**config.mk**
```make
export PLATFORM = sky130hd
export DESIGN_NAME = ass_scan_sequencer
export DESIGN_NICKNAME = d
export VERILOG_FILES = /design/src/ass_scan_sequencer.v
export VERILOG_INCLUDE_DIRS = /design/src
export SDC_FILE = /design/constraint.sdc
export NUM_CORES = 2
export LEC_CHECK = 0
export ABC_CLOCK_PERIOD_IN_PS = 17000
export BUFFER_PORTS_ARGS = -buffer_cell sky130_fd_sc_hd__buf_4
export CAP_MARGIN = 15
export CORE_MARGIN = 3
export CORE_UTILIZATION = 57
export DETAILED_ROUTE_END_ITERATION = 6
export PLACE_DENSITY = 0.8
export RECOVER_POWER = 25
export SYNTH_ARGS = -nofsm -noshare
export SYNTH_HDL_FRONTEND = slang
export SYNTH_SLANG_ARGS = --single-unit
```
**constraint.sdc**
```tcl
create_clock -name clk_sys -period 17 [get_ports clk_sys]
set_input_delay 1.7 -clock clk_sys [delete_from_list [all_inputs] [get_ports clk_sys]]
set_output_delay 1.7 -clock clk_sys [all_outputs]
set_load 0.02 [all_outputs]
```
**src/ass_consts.vh**
```
// constants for the acquisition scan sequencer
`ifndef ASS_CONSTS_VH
`define ASS_CONSTS_VH
// register byte offsets
`define ASS_CTRL 8'h00
`define ASS_STAT 8'h04
`define ASS_PACE_IN 8'h08
`define ASS_PACE_OUT 8'h0C
`define ASS_LEN 8'h10
`define ASS_CHCFG 8'h14
`define ASS_CHSEL 8'h18
`define ASS_CNT_MODE 8'h1C
`define ASS_CNT_RD 8'h20
`define ASS_WIDE_DIO 8'h24
`define ASS_TP_DATA 8'h28
`define ASS_TP_CFG 8'h2C
`define ASS_DAC_DIRECT 8'h30
`define ASS_TIMER_A 8'h34
`define ASS_TIMER_B 8'h38
`define ASS_SCAN_DATA 8'h3C
// ctrl fields
`define ASS_CTRL_RUN 0
`define ASS_CTRL_INCLK 1
`define ASS_CTRL_OUTSEL 2
`define ASS_CTRL_WAVE 4
`define ASS_CTRL_AEXP 8
`define ASS_CTRL_DEXP 9
`define ASS_CTRL_CASC 10
// sampling interval codes and times in ns
`define ASS_SI_5US 2'h0
`define ASS_SI_10US 2'h1
`define ASS_SI_1000US 2'h2
`define ASS_T5_NS 5000
`define ASS_T10_NS 10000
`define ASS_T1000_NS 1000000
`define ASS_CLK_NS 100
// minimum scan period: 1 / 200 kHz
`define ASS_MIN_SCAN_NS 5000
// channel kinds
`define ASS_K_AIN 2'h0
`define ASS_K_DIG 2'h1
`define ASS_K_CNT 2'h2
`endif

```
**src/ass_scan_sequencer.v**
```verilog
// acquisition scan sequencer with counters, digital ports, timers, dac pacing
//---------------------------------------------------------------------------
// What this block does
// - scan whose total sample time exceeds 200 kHz period is refused.
// - each list entry picks 5, 10 or 1000 us sampling interval.
// - scan period is the sum of every entry's sampling interval.
// - 16 single-ended or 8 differential inputs, chosen per entry.
// - per-entry unipolar/bipolar range and gain 1 to 64.
// - analog expansion enabled consumes one local analog channel.
// - four 16-bit counters, optionally cascaded into two 32-bit.
// - pulse mode counter clears when read into the scan.
// - totalize mode counter free-runs, never cleared in acquisition.
// - async read clears in clear-on-read mode, keeps in totalize.
// - async reads only for counters/digital not in the scan list.
// - input scan paced by internal pacer or external clock.
// - output pacing from input clock, own pacer or external clock.
// - every output tick updates all waveform channels together.
// - each dac is waveform or takes direct async updates.
// - waveform samples come from one shared buffer.
// - wide port drives on write, samples pins on read.
// - three 8-bit ports with config register setting direction.
// - digital expansion takes three-port writes and data reads; scan samples and config reads stay local.
// - timers accept new settings any time, undisturbed by others.
//---------------------------------------------------------------------------
`timescale 1ns/1ps
`include "ass_consts.vh"
module ass_scan_sequencer #(
	parameter LIST_DEPTH = 16,
	parameter WAVE_DEPTH = 64,
	parameter PACE_W = 24
) (
	input wire clk_sys,
	input wire reset_n,
	input wire clk_en,
	input wire [7:0] s_axi_awaddr,
	input wire s_axi_awvalid,
	output wire s_axi_awready,
	input wire [31:0] s_axi_wdata,
	input wire [3:0] s_axi_wstrb,
	input wire s_axi_wvalid,
	output wire s_axi_wready,
	output reg [1:0] s_axi_bresp,
	output reg s_axi_bvalid,
	input wire s_axi_bready,
	input wire [7:0] s_axi_araddr,
	input wire s_axi_arvalid,
	output wire s_axi_arready,
	output reg [31:0] s_axi_rdata,
	output reg [1:0] s_axi_rresp,
	output reg s_axi_rvalid,
	input wire s_axi_rready,
	input wire ext_in_clk,
	input wire ext_out_clk,
	input wire [3:0] count_in,
	output reg [3:0] ain_mux_sel,
	output reg ain_diff,
	output reg ain_bipolar,
	output reg [2:0] ain_gain,
	output reg ain_convert,
	input wire [15:0] ain_data,
	input wire [15:0] wide_dio_in,
	output reg [15:0] wide_dio_out,
	output reg wide_dio_oe,
	input wire [23:0] tp_in,
	output reg [23:0] tp_out,
	output reg [2:0] tp_oe,
	output reg [7:0] dexp_addr,
	output reg [7:0] dexp_wdata,
	output reg dexp_wr,
	input wire [7:0] dexp_rdata,
	output reg [15:0] analog_out_ch0,
	output reg [15:0] analog_out_ch1,
	output reg [15:0] analog_out_ch2,
	output reg [15:0] analog_out_ch3,
	output reg dac_update,
	output reg pulse_timer_a,
	output reg pulse_timer_b,
	output reg scan_refused
);
	localparam LW = $clog2(LIST_DEPTH);
	localparam WW = $clog2(WAVE_DEPTH);
	localparam [23:0] C5 = `ASS_T5_NS / `ASS_CLK_NS;
	localparam [23:0] C10 = `ASS_T10_NS / `ASS_CLK_NS;
	localparam [23:0] C1000 = `ASS_T1000_NS / `ASS_CLK_NS;
	localparam [23:0] CMIN = `ASS_MIN_SCAN_NS / `ASS_CLK_NS;
	localparam S_IDLE = 3'b001;
	localparam S_SAMP = 3'b010;
	localparam S_NEXT = 3'b100;

	function [23:0] si_cycles;
		input [1:0] code;
		begin
			case (code)
				`ASS_SI_5US: si_cycles = C5;
				`ASS_SI_10US: si_cycles = C10;
				default: si_cycles = C1000;
			endcase
		end
	endfunction

	// entry: [17:16] kind, [15:14] interval, [13] diff, [12] bipolar, [11:9] gain, [3:0] ch
	reg [17:0] list_reg [0:LIST_DEPTH-1];
	reg [15:0] wave_reg [0:WAVE_DEPTH-1];
	reg [31:0] ctrl_reg;
	reg [PACE_W-1:0] pace_in_reg, pace_out_reg, pin_cnt_reg, pout_cnt_reg;
	reg [LW:0] len_reg;
	reg [LW-1:0] sel_reg, idx_reg;
	reg [WW-1:0] wsel_reg, wptr_reg;
	reg [3:0] cmode_reg;
	reg [15:0] cnt_reg [0:3];
	reg [15:0] cnt_hi_reg;
	reg [3:0] cin_q_reg;
	reg [31:0] timer_a_reg, timer_b_reg;
	reg [31:0] ta_cnt_reg, tb_cnt_reg;
	reg [7:0] tp_cfg_reg;
	reg [2:0] state_reg;
	reg [23:0] samp_cnt_reg;
	reg [31:0] scan_data_reg;
	reg ein_q_reg, eout_q_reg, in_tick_q_reg;
	reg aw_hold_reg, w_hold_reg;
	reg [7:0] aw_addr_reg;
	reg [31:0] w_data_reg;
	reg [3:0] cnt_clr;
	reg [23:0] sum;
	reg [3:0] in_scan;
	reg dig_in_scan;
	integer i;
	integer j;

	wire run = ctrl_reg[`ASS_CTRL_RUN];
	wire casc = ctrl_reg[`ASS_CTRL_CASC];
	wire dexp = ctrl_reg[`ASS_CTRL_DEXP];
	wire [3:0] wave_en = ctrl_reg[`ASS_CTRL_WAVE+3:`ASS_CTRL_WAVE];
	wire [17:0] cur = list_reg[idx_reg];

	// scan length check and ownership of counters/digital by the scan
	always @* begin
		sum = 24'h0;
		in_scan = 4'h0;
		dig_in_scan = 1'b0;
		for (j = 0; j < LIST_DEPTH; j = j + 1) begin
			if (j < len_reg) begin
				sum = sum + si_cycles(list_reg[j][15:14]);
				if (list_reg[j][17:16] == `ASS_K_CNT)
					in_scan[list_reg[j][1:0]] = 1'b1;
				if (list_reg[j][17:16] == `ASS_K_DIG)
					dig_in_scan = 1'b1;
			end
		end
	end
	wire too_long = (sum > CMIN);

	//---------------------------------------------------------------------------
	// pacing
	//---------------------------------------------------------------------------
	wire pin_tick = ctrl_reg[`ASS_CTRL_INCLK] ? (ext_in_clk & ~ein_q_reg) :
		(pin_cnt_reg == pace_in_reg);
	reg out_tick;
	always @* begin
		case (ctrl_reg[`ASS_CTRL_OUTSEL+1:`ASS_CTRL_OUTSEL])
			2'h0: out_tick = in_tick_q_reg;
			2'h1: out_tick = (pout_cnt_reg == pace_out_reg);
			default: out_tick = ext_out_clk & ~eout_q_reg;
		endcase
	end

	//---------------------------------------------------------------------------
	// axi4-lite slave, one outstanding access each way
	//---------------------------------------------------------------------------
	assign s_axi_awready = ~aw_hold_reg & ~s_axi_bvalid;
	assign s_axi_wready = ~w_hold_reg & ~s_axi_bvalid;
	assign s_axi_arready = ~s_axi_rvalid;
	wire do_wr = aw_hold_reg & w_hold_reg;
	wire do_rd = s_axi_arvalid & ~s_axi_rvalid;
	wire [7:0] ra = s_axi_araddr;
	// local analog channel lost to expansion: top one is reserved
	wire [3:0] ain_max = ctrl_reg[`ASS_CTRL_AEXP] ? 4'hE : 4'hF;

	// counter clears: pulse-mode scan sample, clear-on-read async read
	always @* begin
		cnt_clr = 4'h0;
		if (state_reg == S_SAMP && samp_cnt_reg == 24'h0 && cur[17:16] != `ASS_K_AIN &&
			cur[17:16] != `ASS_K_DIG && !cmode_reg[cur[1:0]])
			cnt_clr[cur[1:0]] = 1'b1;
		if (do_rd && ra == `ASS_CNT_RD && !in_scan[sel_reg[1:0]] &&
			!cmode_reg[sel_reg[1:0]]) begin
			if (casc) begin
				cnt_clr[{sel_reg[1], 1'b0}] = 1'b1;
				cnt_clr[{sel_reg[1], 1'b1}] = 1'b1;
			end else
				cnt_clr[sel_reg[1:0]] = 1'b1;
		end
	end

	always @(posedge clk_sys or negedge reset_n) begin
		if (!reset_n) begin
			ctrl_reg <= 32'h0;
			pace_in_reg <= {PACE_W{1'b0}};
			pace_out_reg <= {PACE_W{1'b0}};
			pin_cnt_reg <= {PACE_W{1'b0}};
			pout_cnt_reg <= {PACE_W{1'b0}};
			len_reg <= {(LW+1){1'b0}};
			sel_reg <= {LW{1'b0}};
			wsel_reg <= {WW{1'b0}};
			wptr_reg <= {WW{1'b0}};
			idx_reg <= {LW{1'b0}};
			cmode_reg <= 4'h0;
			cnt_hi_reg <= 16'h0;
			cin_q_reg <= 4'h0;
			timer_a_reg <= 32'h0;
			timer_b_reg <= 32'h0;
			ta_cnt_reg <= 32'h0;
			tb_cnt_reg <= 32'h0;
			tp_cfg_reg <= 8'h00;
			state_reg <= S_IDLE;
			samp_cnt_reg <= 24'h0;
			scan_data_reg <= 32'h0;
			ein_q_reg <= 1'b0;
			eout_q_reg <= 1'b0;
			in_tick_q_reg <= 1'b0;
			aw_hold_reg <= 1'b0;
			w_hold_reg <= 1'b0;
			aw_addr_reg <= 8'h00;
			w_data_reg <= 32'h0;
			s_axi_bvalid <= 1'b0;
			s_axi_bresp <= 2'h0;
			s_axi_rvalid <= 1'b0;
			s_axi_rresp <= 2'h0;
			s_axi_rdata <= 32'h0;
			ain_mux_sel <= 4'h0;
			ain_diff <= 1'b0;
			ain_bipolar <= 1'b0;
			ain_gain <= 3'h0;
			ain_convert <= 1'b0;
			wide_dio_out <= 16'h0;
			wide_dio_oe <= 1'b0;
			tp_out <= 24'h0;
			tp_oe <= 3'h0;
			dexp_addr <= 8'h00;
			dexp_wdata <= 8'h00;
			dexp_wr <= 1'b0;
			analog_out_ch0 <= 16'h0;
			analog_out_ch1 <= 16'h0;
			analog_out_ch2 <= 16'h0;
			analog_out_ch3 <= 16'h0;
			dac_update <= 1'b0;
			pulse_timer_a <= 1'b0;
			pulse_timer_b <= 1'b0;
			scan_refused <= 1'b0;
			for (i = 0; i < 4; i = i + 1)
				cnt_reg[i] <= 16'h0;
			for (i = 0; i < LIST_DEPTH; i = i + 1)
				list_reg[i] <= 18'h0;
			for (i = 0; i < WAVE_DEPTH; i = i + 1)
				wave_reg[i] <= 16'h0;
		end else if (clk_en) begin
			ein_q_reg <= ext_in_clk;
			eout_q_reg <= ext_out_clk;
			in_tick_q_reg <= pin_tick & run & (state_reg == S_IDLE);
			pin_cnt_reg <= (pin_cnt_reg == pace_in_reg) ? {PACE_W{1'b0}} : pin_cnt_reg + 1'b1;
			pout_cnt_reg <= (pout_cnt_reg == pace_out_reg) ? {PACE_W{1'b0}} :
				pout_cnt_reg + 1'b1;
			ain_convert <= 1'b0;
			dexp_wr <= 1'b0;
			dac_update <= 1'b0;
			scan_refused <= run & too_long;
			// sequencer: ticks arriving mid-scan are dropped
			case (state_reg)
				S_IDLE: begin
					idx_reg <= {LW{1'b0}};
					if (run && pin_tick && !too_long && len_reg != 0)
						state_reg <= S_NEXT;
				end
				S_NEXT: begin
					ain_mux_sel <= (cur[3:0] > ain_max) ? ain_max : cur[3:0];
					ain_diff <= cur[13];
					ain_bipolar <= cur[12];
					ain_gain <= cur[11:9];
					samp_cnt_reg <= si_cycles(cur[15:14]) - 24'h1;
					state_reg <= S_SAMP;
				end
				S_SAMP: begin
					if (samp_cnt_reg == 24'h0) begin
						case (cur[17:16])
							`ASS_K_AIN: begin
								ain_convert <= 1'b1;
								scan_data_reg <= {16'h0, ain_data};
							end
							`ASS_K_DIG: scan_data_reg <= {tp_in[7:0], wide_dio_in, 8'h00};
							default: begin
								scan_data_reg <= {cnt_reg[{cur[1], 1'b1}], cnt_reg[cur[1:0]]};
							end
						endcase
						if ({1'b0, idx_reg} + 1'b1 >= len_reg)
							state_reg <= S_IDLE;
						else begin
							idx_reg <= idx_reg + 1'b1;
							state_reg <= S_NEXT;
						end
					end else
						samp_cnt_reg <= samp_cnt_reg - 24'h1;
				end
				default: state_reg <= S_IDLE;
			endcase
			// waveform outputs all change on one tick
			if (out_tick && run && wave_en != 4'h0) begin
				dac_update <= 1'b1;
				if (wave_en[0]) analog_out_ch0 <= wave_reg[wptr_reg];
				if (wave_en[1]) analog_out_ch1 <= wave_reg[wptr_reg];
				if (wave_en[2]) analog_out_ch2 <= wave_reg[wptr_reg];
				if (wave_en[3]) analog_out_ch3 <= wave_reg[wptr_reg];
				wptr_reg <= wptr_reg + 1'b1;
			end
			// pulse timers run independently of the scan
			ta_cnt_reg <= (ta_cnt_reg >= timer_a_reg) ? 32'h0 : ta_cnt_reg + 32'h1;
			tb_cnt_reg <= (tb_cnt_reg >= timer_b_reg) ? 32'h0 : tb_cnt_reg + 32'h1;
			pulse_timer_a <= (timer_a_reg != 32'h0) && (ta_cnt_reg == 32'h0);
			pulse_timer_b <= (timer_b_reg != 32'h0) && (tb_cnt_reg == 32'h0);
			// write channel
			if (s_axi_awvalid && s_axi_awready) begin
				aw_hold_reg <= 1'b1;
				aw_addr_reg <= s_axi_awaddr;
			end
			if (s_axi_wvalid && s_axi_wready) begin
				w_hold_reg <= 1'b1;
				w_data_reg <= s_axi_wdata;
			end
			if (s_axi_bvalid && s_axi_bready)
				s_axi_bvalid <= 1'b0;
			if (do_wr) begin
				aw_hold_reg <= 1'b0;
				w_hold_reg <= 1'b0;
				s_axi_bvalid <= 1'b1;
				s_axi_bresp <= 2'h0;
				case (aw_addr_reg)
					`ASS_CTRL: ctrl_reg <= w_data_reg;
					`ASS_PACE_IN: pace_in_reg <= w_data_reg[PACE_W-1:0];
					`ASS_PACE_OUT: pace_out_reg <= w_data_reg[PACE_W-1:0];
					`ASS_LEN: len_reg <= w_data_reg[LW:0];
					`ASS_CHSEL: begin
						sel_reg <= w_data_reg[LW-1:0];
						wsel_reg <= w_data_reg[16+WW-1:16];
					end
					`ASS_CHCFG: begin
						if (!run) list_reg[sel_reg] <= w_data_reg[17:0];
						if (w_data_reg[31]) wave_reg[wsel_reg] <= w_data_reg[31:16] & 16'h7FFF
							| {1'b0, 15'h0};
					end
					`ASS_CNT_MODE: cmode_reg <= w_data_reg[3:0];
					`ASS_WIDE_DIO: begin
						wide_dio_out <= w_data_reg[15:0];
						wide_dio_oe <= 1'b1;
					end
					`ASS_TP_CFG: begin
						if (dexp) begin
							dexp_addr <= 8'h03;
							dexp_wdata <= w_data_reg[7:0];
							dexp_wr <= 1'b1;
						end else begin
							tp_cfg_reg <= w_data_reg[7:0];
							tp_oe <= w_data_reg[2:0];
						end
					end
					`ASS_TP_DATA: begin
						if (dexp) begin
							dexp_addr <= {6'h0, w_data_reg[25:24]};
							dexp_wdata <= w_data_reg[7:0];
							dexp_wr <= 1'b1;
						end else
							tp_out <= w_data_reg[23:0];
					end
					`ASS_DAC_DIRECT: begin
						case (w_data_reg[17:16])
							2'h0: if (!wave_en[0]) analog_out_ch0 <= w_data_reg[15:0];
							2'h1: if (!wave_en[1]) analog_out_ch1 <= w_data_reg[15:0];
							2'h2: if (!wave_en[2]) analog_out_ch2 <= w_data_reg[15:0];
							default: if (!wave_en[3]) analog_out_ch3 <= w_data_reg[15:0];
						endcase
					end
					`ASS_TIMER_A: timer_a_reg <= w_data_reg;
					`ASS_TIMER_B: timer_b_reg <= w_data_reg;
					default: s_axi_bresp <= 2'h2;
				endcase
			end
			// read channel
			if (s_axi_rvalid && s_axi_rready)
				s_axi_rvalid <= 1'b0;
			if (do_rd) begin
				s_axi_rvalid <= 1'b1;
				s_axi_rresp <= 2'h0;
				s_axi_rdata <= 32'h0;
				case (ra)
					`ASS_CTRL: s_axi_rdata <= ctrl_reg;
					`ASS_STAT: s_axi_rdata <= {16'h0, 8'h0,
						3'h0, too_long, in_scan};
					`ASS_PACE_IN: s_axi_rdata <= {{(32-PACE_W){1'b0}}, pace_in_reg};
					`ASS_PACE_OUT: s_axi_rdata <= {{(32-PACE_W){1'b0}}, pace_out_reg};
					`ASS_LEN: s_axi_rdata <= {{(31-LW){1'b0}}, len_reg};
					`ASS_CHCFG: s_axi_rdata <= {14'h0, list_reg[sel_reg]};
					`ASS_CNT_MODE: s_axi_rdata <= {28'h0, cmode_reg};
					`ASS_CNT_RD: begin
						// counter number is sel_reg[1:0], not read from a list entry
						if (in_scan[sel_reg[1:0]]) s_axi_rresp <= 2'h2;
						else begin
							s_axi_rdata <= casc ? {cnt_reg[{sel_reg[1], 1'b1}],
								cnt_reg[{sel_reg[1], 1'b0}]} : {16'h0, cnt_reg[sel_reg[1:0]]};
						end
					end
					`ASS_WIDE_DIO: begin
						if (dig_in_scan) s_axi_rresp <= 2'h2;
						else s_axi_rdata <= {16'h0, wide_dio_in};
					end
					`ASS_TP_DATA: begin
						if (dig_in_scan) s_axi_rresp <= 2'h2;
						else if (dexp) s_axi_rdata <= {24'h0, dexp_rdata};
						else s_axi_rdata <= {8'h0, tp_in};
					end
					`ASS_TP_CFG: s_axi_rdata <= {24'h0, tp_cfg_reg};
					`ASS_TIMER_A: s_axi_rdata <= timer_a_reg;
					`ASS_TIMER_B: s_axi_rdata <= timer_b_reg;
					`ASS_SCAN_DATA: s_axi_rdata <= scan_data_reg;
					default: s_axi_rresp <= 2'h2;
				endcase
			end
			// counters; carry from low into high half when cascaded
			cin_q_reg <= count_in;
			for (i = 0; i < 4; i = i + 1) begin
				if (cnt_clr[i])
					cnt_reg[i] <= 16'h0;
				else if ((i[0] && casc) ? (count_in[i-1] & ~cin_q_reg[i-1] &&
					cnt_reg[i-1] == 16'hFFFF) : (count_in[i] & ~cin_q_reg[i]))
					cnt_reg[i] <= cnt_reg[i] + 16'h1;
			end
		end
	end
endmodule

```
==> results.txt <==
status: finished, violations left
failing checks: DRC, capacitance limit, slew limit
clock buffer count from CTS: 190
DRC: 1
CP arrival: 17.16 ns
worst slew pin tran: 8.19 ns
Commonest cells post-synth: dfrtp_1, mux2_2, nand2_1
Async SR Flop Fraction: 1.00
sequential share of the synthesized area: 0.460
first-pass GRT wire length: 478000 µm
largest net degree at the start of global routing: 173
Synth-to-Final Area Change: 11.4%
worst hold-check path type: reg -> reg
R2R Setup Slk: 0.57 ns
buffers and inverters on the worst path: 13
core area: 177000 µm²
Final period util: 0.966
max_slew headroom: -4.46
hold path cells: 2
port bufs: 297
Synth area leader: dfrtp_1
WL/cell: 28.0 µm
fmax: 0.0609 GHz
leading cell type by number of instances after synthesis: dfrtp_1
Post-synth top flop: dfrtp_1
number of global-route vias before repair: 77300
DRT Pass-1 Iters: 7
IO Count: 310
crit path capture type: register
top cells by area, synth: dfrtp_1, mux2_2, mux4_2, ha_1, mux2i_1
Setup CP Type: reg -> reg
layout cell share with drive strength beyond 1: 0.322
Cell variety after synth: 114
r2r endpoint: s_axi_rdata[4]$_DFFE_PN0P_
fin crit period: 16.43 ns
max reg flops: 960
die width: 429 µm
Slew Limit Fails: 1183
total of max-cap violations: 19
detailed placement HPWL: 214000 µm
Final GP Congestion: 0.995
Mapped Avg Cell Area: 11.7 µm²
CTS max path bufs: 3
setup ws final: 0.572 ns
CP Max Fanout: 5
Clock Latency Late Sink: 0.89 ns
antenna-violating nets left: 0
Post-Syn Area: 102000 µm²
multiplexer share of the synthesized area: 0.272
Root Driver: clkbuf_16
P_leak: 52.2 nW
initial antenna violation count: 14
H-tree lvl count: 4
Die ar.: 184000 µm²
Startpoint Class: register
starting density of the core: 0.577
Worst R2R Start: len_reg[2]$_DFFE_PN0P_
gr usage total: 0.338
Post-Synth Adder-Cell Area: 0.0297
die height: 429 µm
clock skew after layout: 0.0753 ns
CTS sink count: 1879
Overflow after GRT: 0
CTS tree: done
CP max stage cell: or4_1
Place WS: -0.443 ns
Filler Cell Count: 13000
Worst path most repeated cell: ha_1
Worst path top cell family by delay: simple AND/OR/NAND/NOR gates
IR drop worst, VDD: 0.000155 V
Crit. path cell count: 86
Vias: 75700
Power Dens Cells: 127 nW/µm²
post-synth top area share: 0.460
Post-Synth Simple-Gate Area: 0.0823
Fin Hold WS: 0.479 ns
largest family of logic cells by synthesized area: multiplexers
CP max stage delay: 0.51 ns
Synthesis Warnings: 0
Final setup viols: 0
number of enable flip-flop cells after synthesis: 0
num rows: 154
synthesized flop and latch total: 1879
WP data required: 17.74 ns
XOR/XNOR Fraction of Synth Area: 0.0334
worst reg2reg path depth: 86
hold endpoint: s_axi_rresp[1]$_DFFE_PN0P_
final hold violations: 0
post-synthesis cell count: 8742
min-delay src: s_axi_rresp[1]$_DFFE_PN0P_
Synth Area in Compound Gates: 0.0906
Reg clk slew, reported paths: 0.06 ns
WL final: 318000 µm
drt via density: 6.68
DRT iter0 DRCs: 7940
nets: 9204
## area by class of cell
cell class,count,area (µm²),area share
multi-input cells,6015,52900,0.465
flip-flops and latches,1879,47100,0.413
clock buffers,282,5510,0.0484
repair buffers,516,3600,0.0316
well taps,2340,2930,0.0257
clock inverters,61,933,0.00819
inverters,240,901,0.00791
diodes,4,10.0,0.0000879
## stage by stage
| stage | power, mW | util | std cells | setup TNS [ns] | area, µm² |
|---|---|---|---|---|---|
| finish | 14.4 | 0.643 | 11300 | 0 | 114000 |
| global route | 15.1 | 0.642 | 11300 | -0.879 | 114000 |
| CTS | 14.0 | 0.639 | 11300 | 0 | 113000 |
| detailed placement | 9.65 | 0.602 | 11000 | -1.63 | 107000 |
| global placement | 9.45 | 0.602 | 11000 | 0 | 107000 |
| floorplan | 8.12 | - | 8749 | 0 | 102000 |
## cells by family (layout without fill, tap and decap cells)
group | Yosys count | in the layout
muxes | 2200 | 2200
DFF | 1879 | 1879
and+or+nand+nor | 1773 | 1773
AOI/OAI and AO/OA | 1435 | 1435
buffers and inverters | 855 | 1099
xor gates and xnor gates | 366 | 366
adders and majority gates | 233 | 233
other | 1 | 12
## worst max path at each step
stage	slack, ns	start	endpoint
after floorplan	1.01	len_reg[4]$_DFFE_PN0P_	s_axi_rdata[4]$_DFFE_PN0P_
after global placement	0.1	len_reg[2]$_DFFE_PN0P_	s_axi_rdata[4]$_DFFE_PN0P_
after detailed placement	-0.44	len_reg[2]$_DFFE_PN0P_	s_axi_rdata[4]$_DFFE_PN0P_
after CTS	0.03	len_reg[2]$_DFFE_PN0P_	s_axi_rdata[4]$_DFFE_PN0P_
after global routing	-0.25	len_reg[2]$_DFFE_PN0P_	s_axi_rdata[4]$_DFFE_PN0P_
final	0.57	len_reg[2]$_DFFE_PN0P_	s_axi_rdata[4]$_DFFE_PN0P_
## worst reg2reg max path, delay by kind of cell, from the launching register on
kind                       cells  cell delay [ns]
DFF                            1             0.40
muxes                          2             0.53
adders and majority gates     14             4.16
AOI/OAI and AO/OA             22             4.09
buffers and inverters         13             1.40
and+or+nand+nor               27             4.44
xor gates and xnor gates       8             1.26
## report_power, final
part           total, mW  internal (mW)  switching, mW
logic               5.08           1.93           3.16
clock network       4.31           2.43           1.88
registers           5.04           4.66          0.386
## metal layers
layer,track usage,up-vias,wire (µm)
met3,0.0722,1019,27500
met4,0.238,8,26500
met1,0.408,38700,115000
met2,0.542,3718,149000
met5,0,-,53
li1,-,32200,-
## what timing repair did
item / in CTS / in global routing
hold buffers: 0 / 0
resized for setup: 11 / 158
setup endpoints to repair: 4 / 4
buffers inserted: 0 / 27
pin swaps: 0 / 51
## layout by cell type, fill, tap and decap left out, types with 24 or more instances in the layout
cell,synthesis,layout
dfrtp_1,1878,1852
mux2_2,1635,1633
nand2_1,564,560
nor2_1,506,481
buf_4,12,405
a21oi_1,416,398
mux4_2,298,298
o21ai_0,295,273
mux2i_1,264,261
inv_1,238,236
ha_1,216,194
clkbuf_16,0,190
xor2_1,176,173
xnor2_1,174,169
clkbuf_1,519,153
nand3_1,142,137
o22ai_1,134,133
a22oi_1,87,86
a21o_1,76,76
nand4_1,71,71
nor3_1,84,70
o221ai_1,66,66
and3_1,58,55
nor4_1,55,52
clkbuf_8,0,42
nand2b_1,42,40
and2_1,44,38
o21a_1,34,34
nor2b_1,35,31
or3_1,32,30
a31oi_1,33,27
nor3b_1,29,27
clkinv_2,0,27
nand3b_1,25,25
a221oi_1,25,24
(Power assumes the default switching activity.)
